<file path="src/hdl/snvm_params.svh">
`ifndef SNVM_PARAMS_SVH
`define SNVM_PARAMS_SVH

// Command codes
`define SNVM_OP_SET_WPL      8'h06
`define SNVM_OP_CLR_WPL      8'h04
`define SNVM_OP_READ_STATE   8'h05
`define SNVM_OP_WRITE_STATE  8'h01
`define SNVM_OP_READ_MEM     8'h03
`define SNVM_OP_WRITE_MEM    8'h02

// State byte field positions
`define SNVM_ST_GUARD_EN     7
`define SNVM_ST_SPARE_HI     6
`define SNVM_ST_SPARE_LO     4
`define SNVM_ST_REGION_HI    3
`define SNVM_ST_REGION_LO    2
`define SNVM_ST_WPL          1
`define SNVM_ST_ZERO         0
`define SNVM_NV_INIT         6'h00

`define SNVM_MEM_DEPTH       16384

// Controller register byte offsets
`define SNVM_REG_CTRL        8'h00
`define SNVM_REG_TXD         8'h04
`define SNVM_REG_STAT        8'h08
`define SNVM_REG_DIV         8'h0C

// Control and status register bit positions
`define SNVM_CTRL_START      0
`define SNVM_CTRL_KEEP_SEL   1
`define SNVM_CTRL_IDLE_HIGH  2
`define SNVM_CTRL_PAUSE      3
`define SNVM_CTRL_WP_LEVEL   4
`define SNVM_STAT_BUSY       8

// Link timing
`define SNVM_CLK_NS          4
`define SNVM_SCK_HALF_MIN_NS 20
`define SNVM_SCK_HALF_MIN_CYC \
    ((`SNVM_SCK_HALF_MIN_NS + `SNVM_CLK_NS - 1) / `SNVM_CLK_NS)
`define SNVM_DIV_RESET       8'h0F

`define SNVM_RESP_OKAY       2'h0
`define SNVM_RESP_SLVERR     2'h2

`endif

</file>
<file path="src/hdl/snvm_pkg.sv">
package snvm_pkg;

    typedef logic [7:0] snvm_byte_t;

    typedef enum logic [2:0] {
        DEV_CMD,
        DEV_ADDR_HI,
        DEV_ADDR_LO,
        DEV_WDATA,
        DEV_RDATA,
        DEV_RSTATE,
        DEV_WSTATE,
        DEV_SKIP
    } snvm_dev_state_e;

    typedef enum logic [2:0] {
        HST_IDLE,
        HST_SETUP,
        HST_LOW,
        HST_HIGH,
        HST_END
    } snvm_host_state_e;

endpackage

</file>
<file path="src/hdl/snvm_link_if.sv">
`timescale 1ns/10ps
`default_nettype none

interface snvm_link_if;
    logic sel_n;
    logic sck;
    logic si;
    logic so;
    logic so_oe;
    logic pause_n;
    logic wp_n;

    modport dev (
        input  sel_n,
        input  sck,
        input  si,
        input  pause_n,
        input  wp_n,
        output so,
        output so_oe
    );

    modport host (
        output sel_n,
        output sck,
        output si,
        output pause_n,
        output wp_n,
        input  so,
        input  so_oe
    );
endinterface

`default_nettype wire

</file>
<file path="src/hdl/snvm_host.sv">
`timescale 1ns/10ps
`default_nettype none
`include "snvm_params.svh"

module snvm_host #(
    parameter int ADDR_W = 8
) (
    input  wire logic              aclk,
    input  wire logic              aresetn,
    input  wire logic [ADDR_W-1:0] awaddr,
    input  wire logic              awvalid,
    output logic                   awready,
    input  wire logic [31:0]       wdata,
    input  wire logic [3:0]        wstrb,
    input  wire logic              wvalid,
    output logic                   wready,
    output logic [1:0]             bresp,
    output logic                   bvalid,
    input  wire logic              bready,
    input  wire logic [ADDR_W-1:0] araddr,
    input  wire logic              arvalid,
    output logic                   arready,
    output logic [31:0]            rdata,
    output logic [1:0]             rresp,
    output logic                   rvalid,
    input  wire logic              rready,
    snvm_link_if.host              link
);
    import snvm_pkg::*;

    localparam logic [7:0] HALF_MIN = 8'(`SNVM_SCK_HALF_MIN_CYC);

    logic [ADDR_W-1:0]   aw_q;
    logic                aw_have_q;
    logic [31:0]         w_q;
    logic                w_have_q;
    logic [3:0]          wstrb_q;
    logic [3:0]          ctrl_q;
    snvm_byte_t          txd_q;
    logic [7:0]          div_q;
    snvm_host_state_e    st_q;
    logic [7:0]          tmr_q;
    logic [2:0]          bit_q;
    snvm_byte_t          sh_q;
    snvm_byte_t          rx_q;
    logic                sck_q;
    logic                sel_n_q;
    logic                si_q;
    logic                so_meta_q;
    logic                so_s_q;

    wire                 wr_fire;
    wire                 wr_ctrl;
    wire                 wr_txd;
    wire                 wr_div;
    wire                 wr_hit;
    wire                 rd_hit;
    wire                 go;
    wire                 busy;
    wire                 tick;
    wire [7:0]           half;
    wire [31:0]          rd_mux;
    wire                 keep_sel;
    wire                 idle_high;
    wire                 paused;

    assign keep_sel  = ctrl_q[`SNVM_CTRL_KEEP_SEL-1];
    assign idle_high = ctrl_q[`SNVM_CTRL_IDLE_HIGH-1];
    assign paused    = ctrl_q[`SNVM_CTRL_PAUSE-1];
    assign busy      = (st_q != HST_IDLE);
    assign awready   = !aw_have_q && !bvalid;
    assign wready    = !w_have_q && !bvalid;
    assign arready   = !rvalid;
    assign wr_fire   = aw_have_q && w_have_q && !bvalid;
    assign wr_ctrl   = wr_fire && (aw_q == `SNVM_REG_CTRL);
    assign wr_txd    = wr_fire && (aw_q == `SNVM_REG_TXD);
    assign wr_div    = wr_fire && (aw_q == `SNVM_REG_DIV);
    assign wr_hit    = wr_ctrl || wr_txd || wr_div || (aw_q == `SNVM_REG_STAT);
    assign rd_hit    = (araddr == `SNVM_REG_CTRL) || (araddr == `SNVM_REG_TXD)
                       || (araddr == `SNVM_REG_STAT) || (araddr == `SNVM_REG_DIV);
    // A start while a byte is in flight is dropped
    assign go        = wr_ctrl && wstrb_q[0] && w_q[`SNVM_CTRL_START] && !busy;
    assign half      = (div_q < HALF_MIN) ? HALF_MIN : div_q;
    // Pause freezes the bit timer, so the clock holds its level
    assign tick      = (tmr_q == 8'h00) && !paused;
    assign rd_mux    = (araddr == `SNVM_REG_CTRL) ? {27'h0, ctrl_q, 1'b0}
                     : (araddr == `SNVM_REG_TXD)  ? {24'h0, txd_q}
                     : (araddr == `SNVM_REG_STAT) ? {23'h0, busy, rx_q}
                     : (araddr == `SNVM_REG_DIV)  ? {24'h0, div_q}
                     : 32'h0;

    always_ff @(posedge aclk)
    begin
        if (!aresetn)
        begin
            aw_have_q <= 1'b0;
            w_have_q  <= 1'b0;
            aw_q      <= '0;
            w_q       <= 32'h0;
            wstrb_q   <= 4'h0;
            bvalid    <= 1'b0;
            bresp     <= `SNVM_RESP_OKAY;
            rvalid    <= 1'b0;
            rdata     <= 32'h0;
            rresp     <= `SNVM_RESP_OKAY;
            ctrl_q    <= 4'h8;
            txd_q     <= 8'h00;
            div_q     <= `SNVM_DIV_RESET;
        end
        else
        begin
            if (awvalid && awready)
            begin
                aw_q      <= awaddr;
                aw_have_q <= 1'b1;
            end
            if (wvalid && wready)
            begin
                w_q      <= wdata;
                wstrb_q  <= wstrb;
                w_have_q <= 1'b1;
            end
            if (wr_fire)
            begin
                aw_have_q <= 1'b0;
                w_have_q  <= 1'b0;
                bvalid    <= 1'b1;
                bresp     <= wr_hit ? `SNVM_RESP_OKAY : `SNVM_RESP_SLVERR;
                if (wr_ctrl && wstrb_q[0])
                    ctrl_q <= w_q[4:1];
                if (wr_txd && wstrb_q[0])
                    txd_q <= w_q[7:0];
                if (wr_div && wstrb_q[0])
                    div_q <= w_q[7:0];
            end
            else if (bvalid && bready)
                bvalid <= 1'b0;
            if (arvalid && arready)
            begin
                rvalid <= 1'b1;
                rdata  <= rd_mux;
                rresp  <= rd_hit ? `SNVM_RESP_OKAY : `SNVM_RESP_SLVERR;
            end
            else if (rvalid && rready)
                rvalid <= 1'b0;
        end
    end

    always_ff @(posedge aclk)
    begin
        if (!aresetn)
        begin
            so_meta_q <= 1'b0;
            so_s_q    <= 1'b0;
        end
        else
        begin
            so_meta_q <= link.so;
            so_s_q    <= so_meta_q;
        end
    end

    always_ff @(posedge aclk)
    begin
        if (!aresetn)
        begin
            st_q    <= HST_IDLE;
            tmr_q   <= 8'h00;
            bit_q   <= 3'h0;
            sh_q    <= 8'h00;
            rx_q    <= 8'h00;
            sck_q   <= 1'b0;
            sel_n_q <= 1'b1;
            si_q    <= 1'b0;
        end
        else
        begin
            if (!tick && !paused && busy)
                tmr_q <= tmr_q - 8'h01;
            case (st_q)
                HST_IDLE:
                begin
                    sck_q <= idle_high;
                    if (go)
                    begin
                        sel_n_q <= 1'b0;
                        si_q    <= txd_q[7];
                        sh_q    <= txd_q;
                        bit_q   <= 3'h0;
                        tmr_q   <= half;
                        st_q    <= HST_SETUP;
                    end
                end
                HST_SETUP:
                    if (tick)
                    begin
                        sck_q <= 1'b0;
                        tmr_q <= half;
                        st_q  <= HST_LOW;
                    end
                HST_LOW:
                    if (tick)
                    begin
                        sck_q <= 1'b1;
                        tmr_q <= half;
                        st_q  <= HST_HIGH;
                    end
                HST_HIGH:
                    if (tick)
                    begin
                        rx_q  <= {rx_q[6:0], so_s_q};
                        tmr_q <= half;
                        if (bit_q == 3'h7)
                        begin
                            sck_q <= idle_high;
                            st_q  <= HST_END;
                        end
                        else
                        begin
                            sck_q <= 1'b0;
                            si_q  <= sh_q[6];
                            sh_q  <= {sh_q[6:0], 1'b0};
                            bit_q <= bit_q + 3'h1;
                            st_q  <= HST_LOW;
                        end
                    end
                default:
                    if (tick)
                    begin
                        if (!keep_sel)
                            sel_n_q <= 1'b1;
                        st_q <= HST_IDLE;
                    end
            endcase
        end
    end

    assign link.sel_n   = sel_n_q;
    assign link.sck     = sck_q;
    // Lines kept apart; si is always driven, so joining them would need a change on this side
    assign link.si      = si_q;
    assign link.pause_n = !paused;
    assign link.wp_n    = ctrl_q[`SNVM_CTRL_WP_LEVEL-1];

endmodule

`default_nettype wire

</file>
<file path="src/flat_wrapper.sv">
// flat-port wrapper written by rule: the top's interface ports become plain ports
module snvm_host_flat import snvm_pkg::*;
#(
    parameter int ADDR_W = 8
)
  (aclk, aresetn, awaddr, awvalid, awready, wdata, wstrb, wvalid, wready, bresp, bvalid, bready, araddr, arvalid, arready, rdata, rresp, rvalid, rready, link_sel_n, link_sck, link_si, link_pause_n, link_wp_n, link_so, link_so_oe);
  snvm_link_if link_i ();
  input  wire logic aclk;
  input  wire logic aresetn;
  input  wire logic [ADDR_W-1:0] awaddr;
  input  wire logic awvalid;
  output logic awready;
  input  wire logic [31:0] wdata;
  input  wire logic [3:0] wstrb;
  input  wire logic wvalid;
  output logic wready;
  output logic [1:0] bresp;
  output logic bvalid;
  input  wire logic bready;
  input  wire logic [ADDR_W-1:0] araddr;
  input  wire logic arvalid;
  output logic arready;
  output logic [31:0] rdata;
  output logic [1:0] rresp;
  output logic rvalid;
  input  wire logic rready;
  output wire logic [$bits(link_i.sel_n)-1:0] link_sel_n;
  output wire logic [$bits(link_i.sck)-1:0] link_sck;
  output wire logic [$bits(link_i.si)-1:0] link_si;
  output wire logic [$bits(link_i.pause_n)-1:0] link_pause_n;
  output wire logic [$bits(link_i.wp_n)-1:0] link_wp_n;
  input wire logic [$bits(link_i.so)-1:0] link_so;
  input wire logic [$bits(link_i.so_oe)-1:0] link_so_oe;
  assign link_sel_n = link_i.sel_n;
  assign link_sck = link_i.sck;
  assign link_si = link_i.si;
  assign link_pause_n = link_i.pause_n;
  assign link_wp_n = link_i.wp_n;
  assign link_i.so = link_so;
  assign link_i.so_oe = link_so_oe;
  snvm_host #(.ADDR_W(ADDR_W)) u_core (.aclk(aclk), .aresetn(aresetn), .awaddr(awaddr), .awvalid(awvalid), .awready(awready), .wdata(wdata), .wstrb(wstrb), .wvalid(wvalid), .wready(wready), .bresp(bresp), .bvalid(bvalid), .bready(bready), .araddr(araddr), .arvalid(arvalid), .arready(arready), .rdata(rdata), .rresp(rresp), .rvalid(rvalid), .rready(rready), .link(link_i));
endmodule
</file>
<file path="config.mk">
export PLATFORM = sky130hd
export DESIGN_NAME = snvm_host_flat
export DESIGN_NICKNAME = d
export VERILOG_FILES = /design/src/hdl/snvm_pkg.sv /design/src/hdl/snvm_link_if.sv /design/src/hdl/snvm_host.sv /design/src/flat_wrapper.sv
export VERILOG_INCLUDE_DIRS = /design/src /design/src/hdl
export SDC_FILE = /design/constraint.sdc
export NUM_CORES = 1
export LEC_CHECK = 0
export BUFFER_PORTS_ARGS = -buffer_cell sky130_fd_sc_hd__buf_2
export CORE_MARGIN = 2
export CORE_UTILIZATION = 45
export DETAILED_ROUTE_END_ITERATION = 10
export GPL_TIMING_DRIVEN = 0
export PLACE_DENSITY = 0.78
export SYNTH_ARGS = -nofsm -noshare
export SYNTH_HDL_FRONTEND = slang
export SYNTH_SLANG_ARGS = --single-unit
</file>
<file path="constraint.sdc">
create_clock -name aclk -period 4.7 [get_ports aclk]
set_input_delay 0.235 -clock aclk [delete_from_list [all_inputs] [get_ports aclk]]
set_output_delay 0.235 -clock aclk [all_outputs]
set_load 0.1 [all_outputs]
</file>
==> impl_metrics.tcl, run 1 <==
set metrics [dict create \
    timing.setup.tns_ns 0 \
    hold_ws_ns 0.0515 \
    synth_fa_ha_area_frac 0.00918 \
    clock_latency_ns 0.35 \
    cap_violations 0 \
    worst-path-buf-inv 2 \
    cts.hold.buffers_added 0 \
    wire_per_inst_um 14.5 \
    vias_per_cell 5.33 \
    die_y_um 99.3 \
    drt-initial-drc-count 220 \
    tightest_slew_ns 0.945 \
    arrival_ns 2.69 \
    synthXorXnorAreaFrac 0.00214 \
    vias 3510 \
    cp_slowest_cell "nor3_1" \
    ys_warn_count 0 \
    tritoncts "done" \
    dieWidth_um 99.3 \
    period_share 0.510 \
    dieArea_sq_mm 0.00986 \
    root_buffer "clkbuf_8" \
    ir_drop_mv 0.223 \
    io_buffers 50 \
    place_congestion 0.822 \
    crit_chain "buf_6 > nor3_1 > nand3_1 > o32a_1 > buf_6 > or3_1 > a21oi_2" \
    critical-path-top-delay-family "simple AND/OR/NAND/NOR gates" \
    yosysUniqueCellTypes 57 \
    antenna_found_initial 0 \
    grt_max_degree 17 \
    grt_first_pass_wirelength_um 15500 \
    hold_class "in -> reg" \
    io_pins 107 \
    synth_edf_count 0 \
    critPathMaxStageDelay_ns 0.77 \
    cts_resized 0 \
    worstPathMaxFanout 10 \
    cts_sinks 86 \
    final_layout_size_suffix_gt1_frac 0.233 \
    fmax_mhz 417 \
    total_power_mw 1.47 \
    outcome "completed" \
    ys_ff_latch 86 \
    place_area_sq_mm 0.00456 \
    initial_core_util 0.466 \
    final.setup_skew_ns 0.00615 \
    num_antenna_cells 0 \
    final_cell_mix "86 x dfxtp_1, 62 x nand2_1, 61 x nor2_1" \
    drt_wl_total_um 9550 \
    postSynthAreaPerCell_sq_um 8.89 \
    worstSetupPathType "reg -> reg" \
    route.detailed.drc 0 \
    regArea_sq_mm 0.00172 \
    gr-total-overflow 0 \
    post_cts_buffers 0 \
    synth_compound_area_frac 0.144 \
    synth_top_family_by_area "simple AND/OR/NAND/NOR gates" \
    cts_made_buffers 9 \
    end_kind "flop" \
    clockBufferDepth 2 \
    multi_input_area_sq_mm 0.00211 \
    nets 609 \
    period_needed_ns 2.40 \
    slew_headroom 0.365 \
    filler_cell_count 824 \
    first_pass_iters 6 \
    clk_pin_slew_ns 0.09 \
    synthArstFlopShare 0 \
    cp_common_cell "buf_6" \
    core_region_area_sq_mm 0.00876 \
    detail-route-antenna-nets 0 \
    maxSlewViolCount 0 \
    powerDensity_mw_per_mm2 310 \
    cts-htree-levels 3 \
    rsz0062_at_grt "false" \
    required_ns 4.99 \
    hold_viol_final 0 \
    std_cell_rows 34 \
    setup_viol 0 \
    layout-area-overhead-vs-synth_pct 16.1 \
    synthesis.area_sq_mm 0.00409 \
    synth-simple-area-share 0.219 \
    grt_use_total 0.194 \
    yosys_most_used_dff "dfxtp_1" \
    final_cell_area_sq_mm 0.00474 \
    p_leak_nw 2.09 \
    final_common_cell "dfxtp_1" \
    synthCells 460 \
    worstSetupStartpointType "flop" \
    dp_hpwl_um 7040 \
    synthMuxAreaShare 0.117 \
    grt_pass1_vias 3334 \
    yosysSeqAreaShare 0.421 \
]
## Yosys cell counts, types with 3 or more instances
library cell | number | area (sq um)
a211oi_1 | 4 | 30.0
a21oi_1 | 39 | 195
a22o_1 | 5 | 43.8
a22oi_1 | 9 | 67.6
a31oi_1 | 3 | 18.8
and2_1 | 7 | 43.8
buf_2 | 3 | 15.0
buf_4 | 25 | 188
buf_6 | 3 | 33.8
clkbuf_1 | 19 | 71.3
dfxtp_1 | 86 | 1720
ha_1 | 3 | 37.5
inv_1 | 9 | 33.8
mux2_2 | 7 | 78.8
mux2i_1 | 31 | 310
mux4_2 | 4 | 90.1
nand2_1 | 62 | 233
nand3_1 | 6 | 30.0
nand3b_1 | 4 | 30.0
nor2_1 | 61 | 229
nor2b_1 | 4 | 25.0
nor3_1 | 7 | 35.0
o21ai_0 | 5 | 25.0
o221a_2 | 9 | 101
or3_1 | 6 | 37.5
## cell families after synthesis
family / count (synthesis)
adders and majority gates: 3
AOI/OAI and AO/OA: 86
muxes: 42
and+or+nand+nor: 180
buffers and inverters: 61
other: 1
DFF: 86
xor gates and xnor gates: 1
## routing by layer
metal / routed length [um] / vias to the layer above / global-route usage
met1: 4100 / 1657 / 0.245
met5: 0 / - / 0
met2: 4740 / 110 / 0.329
li1: - / 1731 / -
met4: 153 / 0 / 0.0685
met3: 561 / 12 / 0.0408
## power breakdown
group	total (mW)	internal [mW]	switching, mW
clock	0.483	0.199	0.284
combinational	0.229	0.0498	0.179
sequential	0.758	0.743	0.0149
total	1.47	0.992	0.478
## layout make-up
type,count,share of cell area
Multi-Input combinational cell,337,0.444
Sequential cell,86,0.363
Buffer,52,0.0665
Timing Repair Buffer,50,0.0527
Tap cell,108,0.0285
Clock buffer,9,0.0261
Clock inverter,7,0.0121
Inverter,9,0.00712
## worst register-to-register path: cells and delay by family, from the launching register on
kind | cells | cell delay [ns]
and+or+nand+nor | 3 | 1.37
DFF | 1 | 0.32
buffers and inverters | 2 | 0.27
AOI/OAI and AO/OA | 2 | 0.37
## per-stage QoR
| stage | utilization | setup slack, ns | cells |
|---|---|---|---|
| 3_5_place_dp | 0.521 | 2.35 | 642 |
| 3_3_place_gp | 0.521 | 2.41 | 642 |
| 4_1_cts | 0.541 | 2.30 | 658 |
| 5_1_grt | 0.541 | 2.16 | 658 |
| 6_report | 0.541 | 2.30 | 658 |
| 2_1_floorplan | - | 1.72 | 484 |
## state kept, by name, summed over array words and instances (netlist names), 3 cells and up
signal,count
u_core.rx_q,8
u_core.st_q,3
u_core.w_q,8
u_core.aw_q,8
u_core.txd_q,8
u_core.bit_q,3
u_core.sh_q,7
u_core.div_q,8
u_core.ctrl_q,4
u_core.rdata,9
u_core.tmr_q,8
## final timing paths
check | startpoint | endpoint | slack, ns | depth (start not counted)
worst max-delay path | u_core.st_q[0] | u_core.tmr_q[0] | 2.30 | 7
worst min-delay path | rready | u_core.rvalid | 0.05 | 2
worst max register to register | u_core.st_q[0] | u_core.tmr_q[0] | 2.30 | 7
worst min register to register | u_core.so_meta_q | u_core.so_s_q | 0.44 | 1
No activity file was read; power rests on OpenSTA's default activity.
==> inputs of run 2 (changes only) <==
==> constraint.sdc (replaced) <==
create_clock -name aclk -period 2.5 [get_ports aclk]
set_input_delay 0.125 -clock aclk [delete_from_list [all_inputs] [get_ports aclk]]
set_output_delay 0.125 -clock aclk [all_outputs]
set_load 0.1 [all_outputs]
==> impl_metrics.tcl, run 2 (synthesis gave the netlist of run 1 again) <==
set metrics [dict create \
    worstSetupStartpointType "flop" \
    final_cell_mix "85 x dfxtp_1, 62 x nand2_1, 59 x nor2_1" \
    clock_latency_ns 0.36 \
    post_cts_buffers 0 \
    top_layer "met4" \
    hold_class "in -> reg" \
    arrival_ns 2.70 \
    dieArea_sq_mm 0.00986 \
    num_antenna_cells 0 \
    antenna_found_initial 0 \
    die_y_um 99.3 \
    grt_use_total 0.191 \
    setup_viol 0 \
    met1Wirelength_um 4120 \
    outcome "completed" \
    final.setup_skew_ns 0.0153 \
    maxSlewViolCount 0 \
    cts-htree-levels 3 \
    ir_drop_mv 0.438 \
    tightest_slew_ns 0.974 \
    clockBufferDepth 2 \
    timing.rr.end "u_core.tmr_q[0]" \
    power.net_switching_mw 0.873 \
    timing.rr.start "u_core.st_q[0]" \
    powerDensity_mw_per_mm2 593 \
    p_seq_frac 0.491 \
    detail-route-antenna-nets 0 \
    rsz0062_at_grt "false" \
    io_buffers 50 \
    fmax_mhz 415 \
    total_power_mw 2.90 \
    timing.setup.tns_ns 0 \
    combinationalPowerShare 0.152 \
    end_kind "flop" \
    largest_reg_flops 9 \
    root_buffer "clkbuf_8" \
    hp-start "wdata[3]" \
    slew_headroom 0.346 \
    gr-total-overflow 0 \
    grt_max_degree 16 \
    grt_pass1_vias 3203 \
    met3_length_um 680 \
    cap_violations 0 \
    std_cell_rows 34 \
    wire_per_inst_um 13.9 \
    clk_pin_slew_ns 0.09 \
    tritoncts "done" \
    place_congestion 0.808 \
    cts_sinks 86 \
    p_leak_nw 2.15 \
    grt_first_pass_wirelength_um 15300 \
    r2r_slack_ns 0.09 \
    vias_per_cell 5.21 \
    largest_register "u_core.rdata" \
    holdPathEnd "u_core.w_q[3]" \
    nets 619 \
    route.detailed.drc 0 \
    first_pass_iters 5 \
    core_region_area_sq_mm 0.00876 \
    worstSetupPathType "reg -> reg" \
    dieWidth_um 99.3 \
    dp_hpwl_um 6760 \
    final_common_cell "dfxtp_1" \
    drt_wl_total_um 9280 \
    internal_power_mw 2.03 \
    drt-initial-drc-count 272 \
    cts_made_buffers 9 \
    hold_ws_ns 0.00586 \
    final_layout_size_suffix_gt1_frac 0.236 \
    required_ns 2.79 \
    layout-area-overhead-vs-synth_pct 19.6 \
    period_share 0.965 \
    initial_core_util 0.466 \
    io_pins 107 \
    r2r_cells 7 \
    hold_viol_final 0 \
    clkPwrFrac 0.357 \
    worstPathMaxFanout 10 \
    cts_resized 0 \
    switching_share 0.301 \
    worstHoldPathCells 3 \
    period_needed_ns 2.41 \
    vias 3482 \
    route.met2.wl_um 4320 \
]
-- run 2: cell types whose count changed in the layout (fill, tap and decap cells not counted), moves of 2 or more --
cell           delta
dlygate4sd3_1    +10
nor2_1            -2
nor2_2            +2
clkbuf_8          +2
clkinv_4          +2
-- run 2: stage by stage --
step                      std cells  worst slack, ns  utilization  cell area, sq um
final                           668           0.0875        0.558              4890
after global routing            668           0.0304        0.558              4890
after CTS                       668            0.130        0.558              4890
after detailed placement        642            0.160        0.522              4570
after global placement          642            0.206        0.522              4570
after floorplan                 484           0.0839            -              4190
-- run 2: metal layers --
| layer | track usage | up-vias |
|---|---|---|
| met5 | 0 | - |
| met4 | 0.0558 | 0 |
| met3 | 0.0379 | 17 |
| met2 | 0.309 | 121 |
| met1 | 0.260 | 1599 |
| li1 | - | 1745 |
-- run 2: how the worst max path moves through the flow --
stage | end | cells past startpoint | from
floorplan | u_core.w_q[0] | 5 | u_core.bvalid
global placement | u_core.tmr_q[2] | 7 | u_core.st_q[0]
detailed placement | u_core.tmr_q[0] | 7 | u_core.st_q[0]
CTS | u_core.tmr_q[0] | 7 | u_core.st_q[0]
global route | u_core.bit_q[2] | 9 | u_core.tmr_q[0]
finish | u_core.tmr_q[0] | 7 | u_core.st_q[0]
-- run 2: final cells by class --
type                    count  area [sq um]
clock inverters             5          65.1
inverters                   9          37.5
flip-flops and latches     86          1720
plain buffers              52           315
repair buffers             60           350
well taps                 108           135
clock buffers              11           151
multi-input cells         337          2110
fillers                   793          3870
-- run 2: repair_timing --
action	CTS	global route
endpoints found under the hold margin	10	0
hold buffers	10	0
setup endpoints to repair	0	0
-- run 2: worst max-delay path, stage by stage, from the launching register on --
cell and delay (ns):
dfxtp_1 0.31, buf_6 0.12, nor3_1 0.79, nand3_1 0.24, o32a_1 0.23, buf_6 0.14, or3_1 0.37, a21oi_2 0.15
-- run 2: power groups by stage --
stage               Clock [mW]  Combinational (mW)  Sequential (mW)
floorplan                    0               0.340             1.48
global placement             0               0.424             1.45
detailed placement           0               0.428             1.46
CTS                       1.04               0.440             1.42
global route              1.11               0.469             1.43
finish                    1.03               0.442             1.42
==> inputs of run 3 (changes only) <==
==> constraint.sdc (replaced) <==
create_clock -name aclk -period 2.5 [get_ports aclk]
set_input_delay 0.25 -clock aclk [delete_from_list [all_inputs] [get_ports aclk]]
set_output_delay 0.25 -clock aclk [all_outputs]
set_load 0.1 [all_outputs]
==> impl_metrics.tcl, run 3 (synthesis gave the netlist of run 1 again) <==
set metrics [dict create \
    r2r_cells 7 \
    required_ns 2.79 \
    num_antenna_cells 0 \
    hold_class "in -> reg" \
    post_cts_buffers 0 \
    powerDensity_mw_per_mm2 602 \
    fmax_mhz 412 \
    detail-route-antenna-nets 0 \
    dp_cells 642 \
    outcome "completed" \
    busiest_layer "met2" \
    drt_wl_total_um 9130 \
    die_y_um 99.3 \
    grt_use_total 0.188 \
    cts-htree-levels 3 \
    grt_pass1_vias 3145 \
    first_pass_iters 4 \
    endpoint "u_core.tmr_q[0]" \
    largest_reg_flops 9 \
    hp-start "rready" \
    cts_resized 0 \
    clk_pin_slew_ns 0.09 \
    grt.met3_usage 0.0387 \
    drt-initial-drc-count 285 \
    clockBufferDepth 2 \
    filler_cell_count 806 \
    layout-area-overhead-vs-synth_pct 17.2 \
    initial_core_util 0.466 \
    cts.hold.buffers_added 0 \
    dp_hpwl_um 6760 \
    clock_latency_ns 0.36 \
    final_layout_size_suffix_gt1_frac 0.240 \
    gr-total-overflow 0 \
    arrival_ns 2.71 \
    root_buffer "clkbuf_8" \
    setup_viol 0 \
    vias 3418 \
    final_common_cell "dfxtp_1" \
    total_power_mw 2.89 \
    timing.setup.tns_ns 0 \
    place_congestion 0.808 \
    period_share 0.970 \
    wire_per_inst_um 13.9 \
    slew_headroom 0.342 \
    nets 609 \
    worstPathMaxFanout 10 \
    dieArea_sq_mm 0.00986 \
    timing.rr.start "u_core.st_q[0]" \
    std_cell_rows 34 \
    largest_register "u_core.rdata" \
    final.setup_skew_ns 0.0153 \
    grt_max_degree 16 \
    period_needed_ns 2.42 \
    r2r_slack_ns 0.08 \
    dieWidth_um 99.3 \
    vias_per_cell 5.19 \
    final_cell_mix "85 x dfxtp_1, 62 x nand2_1, 59 x nor2_1" \
    tightest_slew_ns 0.979 \
    tritoncts "done" \
    core_region_area_sq_mm 0.00876 \
    timing.rr.end "u_core.tmr_q[0]" \
    cap_violations 0 \
    io_pins 107 \
    maxSlewViolCount 0 \
    hold_viol_final 0 \
    cts_made_buffers 9 \
    worstSetupStartpointType "flop" \
    rsz0062_at_grt "false" \
    io_buffers 50 \
    antenna_found_initial 0 \
    route.detailed.drc 0 \
    use_met2 0.303 \
    use_met1 0.256 \
    cp-startpoint "u_core.st_q[0]" \
    end_kind "flop" \
    grt_first_pass_wirelength_um 15100 \
    cts_sinks 86 \
    p_leak_nw 2.11 \
    final_cells 658 \
    ir_drop_mv 0.436 \
    worstSetupPathType "reg -> reg" \
]
==> run 3: cell types whose count changed in the layout (fill, tap and decap cells not counted), sizes merged <==
cell	change
dlygate4sd3	-10
==> run 3: worst min-delay path by stage <==
stage | to | slack (ns) | depth (start not counted)
global route | u_core.rvalid | 0.06 | 2
detailed placement | u_core.so_s_q | 0.43 | 1
global placement | u_core.so_s_q | 0.42 | 1
finish | u_core.rvalid | 0.06 | 2
floorplan | u_core.rvalid | 0.34 | 1
CTS | u_core.rvalid | 0.06 | 2
==> run 3: where the power goes <==
group / total [mW] / switching (mW) / internal, mW
sequential: 1.42 / 0.0271 / 1.40
clock: 1.03 / 0.508 / 0.525
combinational: 0.429 / 0.334 / 0.0945
==> run 3: final cells by class <==
type,count,area (sq um),area share
timing repair buffer,50,250,0.0522
clock buffer,11,151,0.0316
buffer,52,315,0.0658
tap,108,135,0.0282
sequential,86,1720,0.360
inverter,9,37.5,0.00784
multi-input combinational,337,2110,0.441
clock inverter,5,65.1,0.0136
==> run 3: per-stage QoR <==
stage | cell area [sq um] | hold WS, ns | setup slack [ns] | util
5_1_grt | 4790 | 0.0620 | 0.0304 | 0.547
2_1_floorplan | 4190 | 0.342 | 0.0839 | -
6_report | 4790 | 0.0613 | 0.0755 | 0.547
3_3_place_gp | 4570 | 0.423 | 0.206 | 0.522
3_5_place_dp | 4570 | 0.433 | 0.160 | 0.522
4_1_cts | 4790 | 0.0553 | 0.130 | 0.547
==> run 3: per-layer routing <==
metal / share of wire / up-vias / wire [um]
li1: - / 1724 / -
met1: 0.46 / 1583 / 4190
met2: 0.47 / 98 / 4330
met3: 0.053 / 13 / 486
met4: 0.013 / 0 / 120
met5: 0 / - / 0
==> run 3: critical path, stage by stage, from the launching register on <==
cell and delay, ns:
dfxtp_1 0.31, buf_6 0.12, nor3_1 0.80, nand3_1 0.24, o32a_1 0.23, buf_6 0.14
or3_1 0.37, a21oi_2 0.15
